===== src/quad_hdlc_consts.vh =====
// constants for the quad hdlc host port and mode selection
// assumes an internal 8-bit register address space and a 10 mhz core clock
`ifndef QUAD_HDLC_CONSTS_VH
`define QUAD_HDLC_CONSTS_VH

`define CONN_SINGLE_SLOT 2'h0
`define CONN_QUAD_STROBE 2'h1
`define CONN_SINGLE_IOM 2'h2
`define CONN_QUAD_SLOT 2'h3

`define COLL_UNCOND 2'h0
`define COLL_SLAVE 2'h1
`define COLL_MULTI 2'h2

`define ADDR_CCR 8'h40
`define CH_AREA_BIT 7
`define CH_SEL_HI 5
`define CH_SEL_LO 4
`define CH_REG_MODE 4'h0
`define CH_REG_SLOT 4'h1
`define CH_REG_STATUS 4'h2

`define MODE_SLOT_W_LO 0
`define MODE_COLL_LO 2
`define CCR_CONN_LO 0
`define CCR_RESET 8'h00
`define MODE_RESET 8'h00
`define SLOT_RESET 8'h00

`define IOM_SLOT_W 2'h0
`define IOM_SLOT_CH0 8'h0c
`define IOM_SLOT_CH1 8'h1c
`define IOM_SLOT_CH2 8'h2c
`define IOM_SLOT_CH3 8'h3c

`define XFORM_NONE 2'h0
`define XFORM_EVEN 2'h1
`define XFORM_ODD 2'h2

`endif


===== src/host_bus_decoder.v =====
// strobe and address front end of the host port
// assumes all bus pins are already synchronous to clk_i
`timescale 1ns/1ps
module host_bus_decoder (
    input wire clk_i,
    input wire resetn_i,
    input wire soft_reset_i,
    input wire cs_n_i,
    input wire wr_n_or_dir_i,
    input wire rd_n_or_bus_strobe_i,
    input wire ale_i,
    input wire [7:0] shared_bus_i,
    input wire [6:0] reg_sel_i,
    output wire mux_mode_o,
    output wire dir_style_o,
    output wire [7:0] addr_o,
    output wire [7:0] wdata_o,
    output wire wr_pulse_o,
    output wire rd_active_o
);
    reg ale_prev_q;
    reg mux_seen_q;
    reg [7:0] addr_latch_q;
    reg [7:0] wdata_q;
    reg wr_act_q;
    wire wr_act;
    wire rd_act;
    wire dir_style;

    // a moving latch enable means muxed; a static high means direction style
    assign dir_style = ~mux_seen_q & ale_i;
    assign wr_act = ~cs_n_i & (dir_style ? (~rd_n_or_bus_strobe_i & ~wr_n_or_dir_i)
                                         : ~wr_n_or_dir_i);
    assign rd_act = ~cs_n_i & (dir_style ? (~rd_n_or_bus_strobe_i & wr_n_or_dir_i)
                                         : ~rd_n_or_bus_strobe_i);

    always @(posedge clk_i or negedge resetn_i) begin
        if (!resetn_i) begin
            ale_prev_q <= 1'b0;
            mux_seen_q <= 1'b0;
            addr_latch_q <= 8'h00;
            wdata_q <= 8'h00;
            wr_act_q <= 1'b0;
        end else if (soft_reset_i) begin
            ale_prev_q <= 1'b0;
            mux_seen_q <= 1'b0;
            addr_latch_q <= 8'h00;
            wdata_q <= 8'h00;
            wr_act_q <= 1'b0;
        end else begin
            ale_prev_q <= ale_i;
            if (ale_prev_q && !ale_i) begin
                mux_seen_q <= 1'b1;
            end
            // latch follows the bus only while enable is high, then holds
            if (ale_i) begin
                addr_latch_q <= shared_bus_i;
            end
            if (wr_act) begin
                wdata_q <= shared_bus_i;
            end
            wr_act_q <= wr_act;
        end
    end

    // write commits at the end of the strobe, with data seen while it was low
    assign wr_pulse_o = wr_act_q & ~wr_act;
    // direction style holds latch enable high, so only a muxed address phase blocks reads
    assign rd_active_o = rd_act & (dir_style | ~ale_i);
    assign mux_mode_o = mux_seen_q;
    assign dir_style_o = dir_style;
    assign addr_o = mux_seen_q ? addr_latch_q : {1'b0, reg_sel_i};
    assign wdata_o = wdata_q;
endmodule


===== src/channel_regs.v =====
// register set of one hdlc channel: mode and slot position
// assumes one-cycle write pulses from the host port front end
`timescale 1ns/1ps
`include "quad_hdlc_consts.vh"
module channel_regs (
    input wire clk_i,
    input wire resetn_i,
    input wire soft_reset_i,
    input wire wr_en_i,
    input wire [3:0] reg_idx_i,
    input wire [7:0] wdata_i,
    input wire irq_pending_i,
    output wire [7:0] mode_o,
    output wire [7:0] slot_pos_o,
    output reg [7:0] rdata_o
);
    reg [7:0] mode_q;
    reg [7:0] slot_pos_q;

    assign mode_o = mode_q;
    assign slot_pos_o = slot_pos_q;
    always @(posedge clk_i or negedge resetn_i) begin
        if (!resetn_i) begin
            mode_q <= `MODE_RESET;
            slot_pos_q <= `SLOT_RESET;
        end else if (soft_reset_i) begin
            mode_q <= `MODE_RESET;
            slot_pos_q <= `SLOT_RESET;
        end else if (wr_en_i) begin
            if (reg_idx_i == `CH_REG_MODE) begin
                mode_q <= wdata_i;
            end
            if (reg_idx_i == `CH_REG_SLOT) begin
                slot_pos_q <= wdata_i;
            end
        end
    end

    always @* begin
        case (reg_idx_i)
            `CH_REG_MODE: rdata_o = mode_q;
            `CH_REG_SLOT: rdata_o = slot_pos_q;
            `CH_REG_STATUS: rdata_o = {7'h00, irq_pending_i};
            default: rdata_o = 8'h00;
        endcase
    end
endmodule


===== src/quad_hdlc_host_port.v =====
// host port, common configuration and connection mode logic of the quad hdlc controller
// assumes hdlc cores outside take the slot settings and report pending interrupts
`timescale 1ns/1ps
`include "quad_hdlc_consts.vh"
module quad_hdlc_host_port #(
    parameter NUM_CH = 4
) (
    input wire clk_i,
    input wire resetn_i,
    input wire reset_in_i,
    input wire cs_n_i,
    input wire wr_n_or_dir_i,
    input wire rd_n_or_bus_strobe_i,
    input wire ale_i,
    input wire [7:0] shared_bus_i,
    output reg [7:0] shared_bus_o,
    output wire shared_bus_oe_n_o,
    input wire [6:0] reg_sel_i,
    input wire [1:0] addr_xform_i,
    input wire fsc_strobe_i,
    input wire [NUM_CH-1:0] irq_pending_i,
    output wire int_o,
    output reg int_oe_n_o,
    output reg connection_mode_sel_hi_o,
    output reg connection_mode_sel_lo_o,
    output reg quad_lines_o,
    output reg programmed_slots_o,
    output reg strobe_channels_o,
    output reg iom_fixed_o,
    output reg [NUM_CH-1:0] chan_strobe_active_o,
    output reg [8*NUM_CH-1:0] eff_slot_pos_o,
    output reg [2*NUM_CH-1:0] eff_slot_width_o,
    output reg [2*NUM_CH-1:0] collision_mode_o,
    output reg [NUM_CH-1:0] slave_mode_o,
    output reg [NUM_CH-1:0] multi_master_o,
    output reg [NUM_CH-1:0] uncond_tx_o,
    output reg iom_setup_ok_o,
    output reg mux_mode_o,
    output reg dir_style_o
);
    reg rst_sync1_q;
    reg rst_sync2_q;
    reg [7:0] ccr_q;
    reg [7:0] rdata_mux;
    reg setup_ok;
    wire soft_reset;
    wire [7:0] raw_addr;
    wire [7:0] addr;
    wire [7:0] wdata;
    wire wr_pulse;
    wire rd_active;
    wire bus_mux;
    wire bus_dir;
    wire [1:0] conn;
    wire ch_area;
    wire [1:0] ch_sel;
    wire [3:0] reg_idx;
    wire [8*NUM_CH-1:0] mode_all;
    wire [8*NUM_CH-1:0] slot_all;
    wire [8*NUM_CH-1:0] rdata_all;
    integer k;
    // separate loop index so each process is the only writer of its own
    integer m;

    // halved addresses: bit 0 tells even from odd, so it is dropped
    function [7:0] addr_transform;
        input [7:0] a;
        input [1:0] mode;
        begin
            case (mode)
                `XFORM_EVEN: addr_transform = {1'b0, a[7:1]};
                `XFORM_ODD: addr_transform = {1'b0, a[7:1]};
                default: addr_transform = a;
            endcase
        end
    endfunction

    function [7:0] iom_slot;
        input [1:0] ch;
        begin
            case (ch)
                2'h0: iom_slot = `IOM_SLOT_CH0;
                2'h1: iom_slot = `IOM_SLOT_CH1;
                2'h2: iom_slot = `IOM_SLOT_CH2;
                default: iom_slot = `IOM_SLOT_CH3;
            endcase
        end
    endfunction

    // reset pin is a level: synchronised, then held as a synchronous clear
    always @(posedge clk_i or negedge resetn_i) begin
        if (!resetn_i) begin
            rst_sync1_q <= 1'b1;
            rst_sync2_q <= 1'b1;
        end else begin
            rst_sync1_q <= reset_in_i;
            rst_sync2_q <= rst_sync1_q;
        end
    end
    assign soft_reset = rst_sync2_q;

    host_bus_decoder u_bus (
        .clk_i(clk_i),
        .resetn_i(resetn_i),
        .soft_reset_i(soft_reset),
        .cs_n_i(cs_n_i),
        .wr_n_or_dir_i(wr_n_or_dir_i),
        .rd_n_or_bus_strobe_i(rd_n_or_bus_strobe_i),
        .ale_i(ale_i),
        .shared_bus_i(shared_bus_i),
        .reg_sel_i(reg_sel_i),
        .mux_mode_o(bus_mux),
        .dir_style_o(bus_dir),
        .addr_o(raw_addr),
        .wdata_o(wdata),
        .wr_pulse_o(wr_pulse),
        .rd_active_o(rd_active)
    );

    assign addr = addr_transform(raw_addr, addr_xform_i);
    assign ch_area = ~addr[`CH_AREA_BIT] & ~addr[6];
    assign ch_sel = addr[`CH_SEL_HI:`CH_SEL_LO];
    assign reg_idx = addr[3:0];

    genvar g;
    generate
        for (g = 0; g < NUM_CH; g = g + 1) begin : gen_ch
            channel_regs u_ch (
                .clk_i(clk_i),
                .resetn_i(resetn_i),
                .soft_reset_i(soft_reset),
                .wr_en_i(wr_pulse & ch_area & (ch_sel == g)),
                .reg_idx_i(reg_idx),
                .wdata_i(wdata),
                .irq_pending_i(irq_pending_i[g]),
                .mode_o(mode_all[8*g +: 8]),
                .slot_pos_o(slot_all[8*g +: 8]),
                .rdata_o(rdata_all[8*g +: 8])
            );
        end
    endgenerate

    always @(posedge clk_i or negedge resetn_i) begin
        if (!resetn_i) begin
            ccr_q <= `CCR_RESET;
        end else if (soft_reset) begin
            ccr_q <= `CCR_RESET;
        end else if (wr_pulse && addr == `ADDR_CCR) begin
            ccr_q <= wdata;
        end
    end
    assign conn = ccr_q[`CCR_CONN_LO +: 2];

    // register read decode; unmapped addresses read zero
    always @* begin
        rdata_mux = 8'h00;
        if (ch_area) begin
            rdata_mux = rdata_all[8*ch_sel +: 8];
        end else if (addr == `ADDR_CCR) begin
            rdata_mux = ccr_q;
        end
    end

    // iom mode is only sane once the host has loaded the fixed slot values
    always @* begin
        setup_ok = 1'b1;
        for (m = 0; m < NUM_CH; m = m + 1) begin
            if (mode_all[8*m + `MODE_SLOT_W_LO +: 2] != `IOM_SLOT_W) begin
                setup_ok = 1'b0;
            end
            if (slot_all[8*m +: 8] != iom_slot(m[1:0])) begin
                setup_ok = 1'b0;
            end
        end
    end

    // bus drives only during a selected read, never during a muxed address phase
    assign shared_bus_oe_n_o = ~rd_active;
    // the pin is only ever pulled low; release stands for inactive
    assign int_o = 1'b0;

    always @(posedge clk_i or negedge resetn_i) begin
        if (!resetn_i) begin
            shared_bus_o <= 8'h00;
            int_oe_n_o <= 1'b1;
            connection_mode_sel_hi_o <= 1'b0;
            connection_mode_sel_lo_o <= 1'b0;
            quad_lines_o <= 1'b0;
            programmed_slots_o <= 1'b0;
            strobe_channels_o <= 1'b0;
            iom_fixed_o <= 1'b0;
            chan_strobe_active_o <= {NUM_CH{1'b0}};
            eff_slot_pos_o <= {8*NUM_CH{1'b0}};
            eff_slot_width_o <= {2*NUM_CH{1'b0}};
            collision_mode_o <= {2*NUM_CH{1'b0}};
            slave_mode_o <= {NUM_CH{1'b0}};
            multi_master_o <= {NUM_CH{1'b0}};
            uncond_tx_o <= {NUM_CH{1'b0}};
            iom_setup_ok_o <= 1'b0;
            mux_mode_o <= 1'b0;
            dir_style_o <= 1'b0;
        end else if (soft_reset) begin
            shared_bus_o <= 8'h00;
            int_oe_n_o <= 1'b1;
            connection_mode_sel_hi_o <= 1'b0;
            connection_mode_sel_lo_o <= 1'b0;
            quad_lines_o <= 1'b0;
            programmed_slots_o <= 1'b0;
            strobe_channels_o <= 1'b0;
            iom_fixed_o <= 1'b0;
            chan_strobe_active_o <= {NUM_CH{1'b0}};
            eff_slot_pos_o <= {8*NUM_CH{1'b0}};
            eff_slot_width_o <= {2*NUM_CH{1'b0}};
            collision_mode_o <= {2*NUM_CH{1'b0}};
            slave_mode_o <= {NUM_CH{1'b0}};
            multi_master_o <= {NUM_CH{1'b0}};
            uncond_tx_o <= {NUM_CH{1'b0}};
            iom_setup_ok_o <= 1'b0;
            mux_mode_o <= 1'b0;
            dir_style_o <= 1'b0;
        end else begin
            shared_bus_o <= rdata_mux;
            int_oe_n_o <= ~(|irq_pending_i);
            connection_mode_sel_hi_o <= conn[1];
            connection_mode_sel_lo_o <= conn[0];
            quad_lines_o <= (conn == `CONN_QUAD_STROBE) | (conn == `CONN_QUAD_SLOT);
            programmed_slots_o <= (conn == `CONN_SINGLE_SLOT) | (conn == `CONN_QUAD_SLOT);
            strobe_channels_o <= (conn == `CONN_QUAD_STROBE);
            iom_fixed_o <= (conn == `CONN_SINGLE_IOM);
            // common strobe marks every channel's time channel at once
            chan_strobe_active_o <= (conn == `CONN_QUAD_STROBE) ?
                                    {NUM_CH{fsc_strobe_i}} : {NUM_CH{1'b0}};
            for (k = 0; k < NUM_CH; k = k + 1) begin
                if (conn == `CONN_SINGLE_IOM) begin
                    eff_slot_pos_o[8*k +: 8] <= iom_slot(k[1:0]);
                    eff_slot_width_o[2*k +: 2] <= `IOM_SLOT_W;
                end else begin
                    eff_slot_pos_o[8*k +: 8] <= slot_all[8*k +: 8];
                    eff_slot_width_o[2*k +: 2] <= mode_all[8*k + `MODE_SLOT_W_LO +: 2];
                end
                collision_mode_o[2*k +: 2] <= mode_all[8*k + `MODE_COLL_LO +: 2];
                slave_mode_o[k] <= mode_all[8*k + `MODE_COLL_LO +: 2] == `COLL_SLAVE;
                multi_master_o[k] <= mode_all[8*k + `MODE_COLL_LO +: 2] == `COLL_MULTI;
                uncond_tx_o[k] <= mode_all[8*k + `MODE_COLL_LO +: 2] == `COLL_UNCOND;
            end
            iom_setup_ok_o <= (conn == `CONN_SINGLE_IOM) & setup_ok;
            mux_mode_o <= bus_mux;
            dir_style_o <= bus_dir;
        end
    end
endmodule


===== config.mk =====
export PLATFORM = sky130hd
export DESIGN_NAME = quad_hdlc_host_port
export DESIGN_NICKNAME = d
export VERILOG_FILES = /design/src/host_bus_decoder.v /design/src/channel_regs.v /design/src/quad_hdlc_host_port.v
export VERILOG_INCLUDE_DIRS = /design/src
export SDC_FILE = /design/constraint.sdc
export NUM_CORES = 1
export LEC_CHECK = 0
export BUFFER_PORTS_ARGS = -buffer_cell sky130_fd_sc_hd__buf_2
export CAP_MARGIN = 20
export CORE_ASPECT_RATIO = 1.5
export CORE_MARGIN = 1.5
export CORE_UTILIZATION = 35
export DETAILED_ROUTE_END_ITERATION = 8
export PLACE_DENSITY_LB_ADDON = 0.25
export SYNTH_ARGS = -nofsm -noshare
export SYNTH_HDL_FRONTEND = slang
export SYNTH_HIERARCHICAL = 1
export SYNTH_SLANG_ARGS = --single-unit

===== constraint.sdc =====
create_clock -name clk_i -period 3.43 [get_ports clk_i]
set_clock_uncertainty 0.1 [all_clocks]
set_input_delay 0.686 -clock clk_i [delete_from_list [all_inputs] [get_ports clk_i]]
set_output_delay 0.686 -clock clk_i [all_outputs]
set_load 0.02 [all_outputs]

==> out/metrics.cfg, run 1 <==
[status]
outcome = finished clean

[placed_design]
pre_cts_slack_ns = 0.216
place_hpwl_um = 15500
portBuffers = 111
routabilityCongestion = 0.872

[floorplan]
rows = 69
core_region_area_um2 = 23700
die_x_um = 129
start_util_pct = 35.5
dieArea_um2 = 24900
die_h_um = 193
io_pins = 113

[timing]
slew_viol_final = 0
fin_setup_tns_ns = 0
worst_slack_ns = 0.298
period_needed_ns = 3.13
setup_viol = 0
hold_viol_final = 0
rsz0062_at_grt = no
worst_pin_slew_ns = 0.820
fmax_ghz = 0.319
finalCritPeriodShare_pct = 91.3
slew_headroom_pct = 45.2

[setup_path]
critPathMaxFanout = 12
worstSetupPathType = register to register
cp.arrival_ns = 3.37
critical-path-max-stage-delay_ns = 0.54
cp-end-kind = register
critPathSlowestCell = dfrtp_1
worst_setup_path_start_kind = register
cp_cell_sequence = nand3b_4 > a21boi_0 > inv_1 > or3_1 > nor3b_1 > nor4b_4 > and2_1 > mux2i_1
required_ns = 3.67

[cts]
clockRootBuffer = clkbuf_16
cts_sinks = 172
clk_path_buf_depth = 2
postCtsSetupBuffers = 0
cts_max_level = 4
clkTransAtPathRegs_ns = 0.06
clk_latency_ns = 0.43
ctsResizeCount = 0
cts_hold_buf = 0
cts_tree = built
cts_made_buffers = 17

[detailed_routing]
drt_iter0_drc = 314
post_drt_wl_per_cell_um = 18.1
antenna_left = 0
vias_per_cell = 4.78
wirelength_um = 21400
firstDrtPassIters = 4
vias = 5637
drcViolationCount = 0

[synth]
synth_compound_gate_area_share_pct = 4.62
async_reset_ff_share_pct = 100
syn_area_per_cell_um2 = 11.3
yosys-top-cells-count = dfrtp_1, mux2i_1, nand2b_1
synth.top_cells.by_area = dfrtp_1, mux2i_1, nand2b_1
yosys.area_share.simple_pct = 22.5
yosysMostFrequentCell = dfrtp_1
yosys.area_share.adder_pct = 0.448
ys_types = 52
synth_seq_cells = 172
synth_top_family_by_area = simple AND/OR/NAND/NOR gates
synthXorXnorAreaFrac_pct = 0.522
synth_fp_nets = 776
synthFlopType = dfrtp_1
synth_area_leader_cell = dfrtp_1
synth_area_um2 = 8390
synth_seq_area_share_pct = 51.4
synth.area.mux_share_pct = 16.7
syn-instance-count = 744
yosys_warnings = 6
synth_top_area_share_pct = 50.4
synth_edf_count = 0

[pwr]
p_sw_w = 0.00115
p_comb_share_pct = 10.1
power.internal_w = 0.00335
p_clk_share_pct = 43.3
p_per_area_nw_per_um2 = 456
ir_worst_vdd_uv = 363
power.leakage_nw = 4.76
switching_share_pct = 25.5
power_frac_seq_pct = 46.5

[global_route]
grt_max_degree = 65
track_usage_pct = 18.0
grt_overflow = 0
grt_pass1_wl_um = 33100
antenna_found_initial = 0
grt_pass1_vias = 5742

[final_layout]
layout.nets = 879
syn_to_final_growth_pct = 17.6
antenna-diode-count = 0
fin_util_pct = 41.7
drive_gt1_share_pct = 23.3

[job]
maxCapViolCount = 0

[hold_path]
min_path_type = primary input to async pin

-- power by group through the flow --
| stage | Clock, W | Sequential [W] | Combinational, W |
|---|---|---|---|
| 6_report | 0.00195 | 0.00209 | 0.000456 |
| 5_1_grt | 0.00207 | 0.00209 | 0.000497 |
| 4_1_cts | 0.00199 | 0.00209 | 0.000461 |
| 3_5_place_dp | 0 | 0.00213 | 0.000460 |
| 3_3_place_gp | 0 | 0.00213 | 0.000459 |
| 2_1_floorplan | 0 | 0.00213 | 0.000275 |
-- critical path, delay by kind of cell, from the launching register on --
family                 cells  cell delay, ns
multiplexers               1            0.23
flip-flops                 1            0.54
AND/OR/NAND/NOR            5            1.63
buffers and inverters      1            0.17
AO/OA/AOI/OAI              1            0.39
-- cells in the final DEF (no fill, tap or decap), types with 8 or more instances in the layout --
cell	n
a22o_1	8
and2_1	34
buf_2	110
buf_4	22
clkbuf_16	17
dfrtp_1	169
mux2_2	14
mux2i_1	121
nand2_1	32
nand2b_1	100
nand3_1	9
nor2_1	72
nor2b_1	23
nor3_1	11
-- layer usage --
layer / GRT usage (%) / wire length (um)
met5: 0 / 0
met4: 5.70 / 353
met3: 2.97 / 654
met2: 31.6 / 11100
met1: 22.3 / 9260
-- state kept, by name, indices dropped and copies added (netlist names), 4 cells and up --
register / flops
ccr_q: 8
collision_mode_o: 8
eff_slot_pos_o: 32
eff_slot_width_o: 8
gen_ch.u_ch/mode_o: 32
gen_ch.u_ch/slot_pos_o: 32
multi_master_o: 4
shared_bus_o: 8
slave_mode_o: 4
u_bus/addr_latch_q: 8
u_bus/wdata_o: 8
uncond_tx_o: 4
-- final timing paths --
path / from / endpoint / slack [ns] / cells past startpoint
max: u_bus/mux_mode_o / gen_ch[0].u_ch/slot_pos_o[3] / 0.30 / 8
min: resetn_i / u_bus/ale_prev_q / 0.08 / 1
max reg2reg: u_bus/mux_mode_o / gen_ch[0].u_ch/slot_pos_o[3] / 0.30 / 8
min reg2reg: rst_sync1_q / rst_sync2_q / 0.26 / 0
max in group asynchronous: resetn_i / int_oe_n_o / 2.27 / 2
min in group clk_i: reset_in_i / rst_sync1_q / 0.25 / 1
-- final cells by class --
class                           count  area [um^2]
Clock buffer                       20          457
Clock inverter                     12          139
Fill cell                        2359        13800
Inverter                            7         26.3
Multi-Input combinational cell    514         3760
Sequential cell                   172         4310
Tap cell                          319          399
Timing Repair Buffer              135          767
-- cell families (layout without fill, tap and decap cells) --
family,after synthesis,in the layout
compound gates,47,47
mux,137,137
fa+ha+maj,3,3
other cells,1,1
xor+xnor,2,2
buf+inv,58,174
flops,172,172
simple gates,324,324
-- metrics by stage --
step,hold slack (ns),total power [W],instances,instance area [um^2]
floorplan,0.245,0.00240,744,8390
global placement,0.249,0.00259,1147,9260
detailed placement,0.249,0.00259,1147,9260
CTS,0.0924,0.00454,1179,9860
global route,0.102,0.00466,1179,9860
finish,0.0799,0.00449,1179,9860
Note: power is estimated with default switching activity, not from simulation.
==> run 2: changes to the inputs <==
Clock period 3.43 ns to 3.31 ns, I/O delays scaled along.
==> out/metrics.cfg, run 2 (same netlist as run 1, synthesis figures left out) <==
[timing]
slew_headroom_pct = 38.0  ; -7.3 points
slew_viol_final = 0  ; unchanged
setup_viol = 0  ; unchanged
fmax_ghz = 0.337  ; +5.6%
rsz0062_at_grt = no
worst_pin_slew_ns = 0.930  ; +0.109 ns
fin_setup_tns_ns = 0  ; unchanged
finalCritPeriodShare_pct = 89.6  ; -1.7 points
period_needed_ns = 2.97  ; -0.165 ns
hold_viol_final = 0  ; unchanged
worst_slack_ns = 0.343  ; +0.0453 ns

[job]
maxCapViolCount = 0  ; unchanged

[pwr]
power_frac_seq_pct = 47.6  ; +1.1 points
ir_worst_vdd_uv = 356  ; -2.1%
p_clk_share_pct = 42.3  ; -1.0 points
p_per_area_nw_per_um2 = 465  ; +1.9%
p_comb_share_pct = 10.1  ; about the same
totalPowerFinal_w = 0.00458  ; +1.8%
power.leakage_nw = 4.76  ; about the same
p_sw_w = 0.00120  ; +4.3%
switching_share_pct = 26.1  ; +0.62 points
power.internal_w = 0.00338  ; +0.98%

[detailed_routing]
antenna_left = 0  ; unchanged
wirelength_um = 21400  ; +0.15%
post_drt_wl_per_cell_um = 18.2  ; +0.15%
drcViolationCount = 0  ; unchanged
drt_iter0_drc = 342  ; +8.9%
vias_per_cell = 4.74  ; -0.87%
vias = 5588  ; -0.87%
firstDrtPassIters = 5  ; +1

[setup_path]
cp.arrival_ns = 3.22  ; -0.15 ns
crit_end = gen_ch[0].u_ch/slot_pos_o[0]
critPathMaxFanout = 13  ; +1
cp_cell_sequence = mux2_2 > or3_1 > nor3b_1 > nor4b_4 > and2_1 > mux2i_1
rrSetupSlack_ns = 0.34  ; +0.05 ns
rr_worst_depth = 6  ; -2
crit_start = u_bus/mux_mode_o
worst_setup_path_start_kind = register
critical-path-max-stage-delay_ns = 0.62  ; +0.08 ns
required_ns = 3.57  ; -0.10 ns
cp-end-kind = register
critPathSlowestCell = dfrtp_1
rr_startpoint = u_bus/mux_mode_o
r2r-end = gen_ch[0].u_ch/slot_pos_o[0]
worstSetupPathType = register to register

[placed_design]
portBuffers = 111  ; unchanged
dpl.cell_count = 1147  ; unchanged
pre_cts_slack_ns = 0.245  ; +0.0291 ns
place_hpwl_um = 15600  ; +0.75%
routabilityCongestion = 0.822  ; -5.8%

[global_route]
track_usage_pct = 18.5  ; +0.55 points
grt_pass1_wl_um = 34100  ; +2.7%
grt_pass1_vias = 5860  ; +2.1%
grt_max_degree = 77  ; +18%
grt_overflow = 0  ; unchanged
antenna_found_initial = 0  ; unchanged

[final_layout]
drive_gt1_share_pct = 23.4  ; +0.12 points
final_common_cell = dfrtp_1
layout.nets = 879  ; unchanged
final_cell_mix = dfrtp_1, mux2i_1, buf_2
final_cells = 1179  ; unchanged
antenna-diode-count = 0  ; unchanged
syn_to_final_growth_pct = 17.4

[floorplan]
dieArea_um2 = 24900  ; unchanged
rows = 69  ; unchanged
die_x_um = 129  ; unchanged
io_pins = 113  ; unchanged
die_h_um = 193  ; unchanged
core_region_area_um2 = 23700  ; unchanged
start_util_pct = 35.5  ; unchanged

[hold_path]
min_path_type = primary input to async pin

[cts]
clkTransAtPathRegs_ns = 0.07  ; about the same
clk_latency_ns = 0.44  ; about the same
cts_max_level = 4  ; unchanged
postCtsSetupBuffers = 0  ; unchanged
cts_sinks = 172  ; unchanged
ctsResizeCount = 0  ; unchanged
cts_tree = built
clk_path_buf_depth = 2  ; unchanged
cts_made_buffers = 17  ; unchanged
cts_hold_buf = 0  ; unchanged
clockRootBuffer = clkbuf_16

[status]
outcome = finished clean

[run 2: cell types whose count changed in the layout (fill, tap and decap cells not counted), sizes merged]
| cell | change |
|---|---|
| inv | +2 |
| bufinv | -1 |
| clkbuf | -2 |
| clkinvlp | -2 |
| clkinv | +3 |
[run 2: cell type report]
| cell class | count | area (um^2) |
|---|---|---|
| fill | 2366 | 13800 |
| timing repair buffer | 135 | 779 |
| inverter | 7 | 26.3 |
| tap | 319 | 399 |
| clock buffer | 18 | 439 |
| clock inverter | 14 | 134 |
| multi-input combinational | 514 | 3760 |
| sequential | 172 | 4310 |
[run 2: how the worst min path moves through the flow]
stage	cells past startpoint	end	slack, ns
floorplan	0	rst_sync2_q	0.25
global placement	0	rst_sync2_q	0.25
detailed placement	0	rst_sync2_q	0.25
CTS	1	shared_bus_o[6]	0.09
global route	1	u_bus/addr_latch_q[3]	0.12
finish	1	shared_bus_o[6]	0.08
[run 2: per-stage QoR]
stage                     hold WS (ns)  utilization (%)  cell area (um^2)
after floorplan                  0.245                -              8390
after global placement           0.251             39.2              9280
after detailed placement         0.248             39.2              9280
after CTS                       0.0940             41.6              9850
after global routing             0.121             41.6              9850
final                           0.0808             41.6              9850
[run 2: layer usage]
layer  track usage (%)  part of all wire (%)
met2              32.2                    53
met5                 0                     0
met3              3.30                   2.9
met4              6.78                   1.9
met1              22.7                    42
[run 2: critical path, delay by kind of cell, from the launching register on]
family / cells / cell delay [ns]
AND/OR/NAND/NOR: 4 / 1.47
multiplexers: 2 / 0.71
flip-flops: 1 / 0.62
[run 2: power groups by stage]
| stage | sequential, W | combinational [W] | clock [W] |
|---|---|---|---|
| 2_1_floorplan | 0.00221 | 0.000285 | 0 |
| 3_3_place_gp | 0.00222 | 0.000466 | 0 |
| 3_5_place_dp | 0.00222 | 0.000469 | 0 |
| 4_1_cts | 0.00218 | 0.000471 | 0.00200 |
| 5_1_grt | 0.00218 | 0.000512 | 0.00208 |
| 6_report | 0.00218 | 0.000463 | 0.00194 |
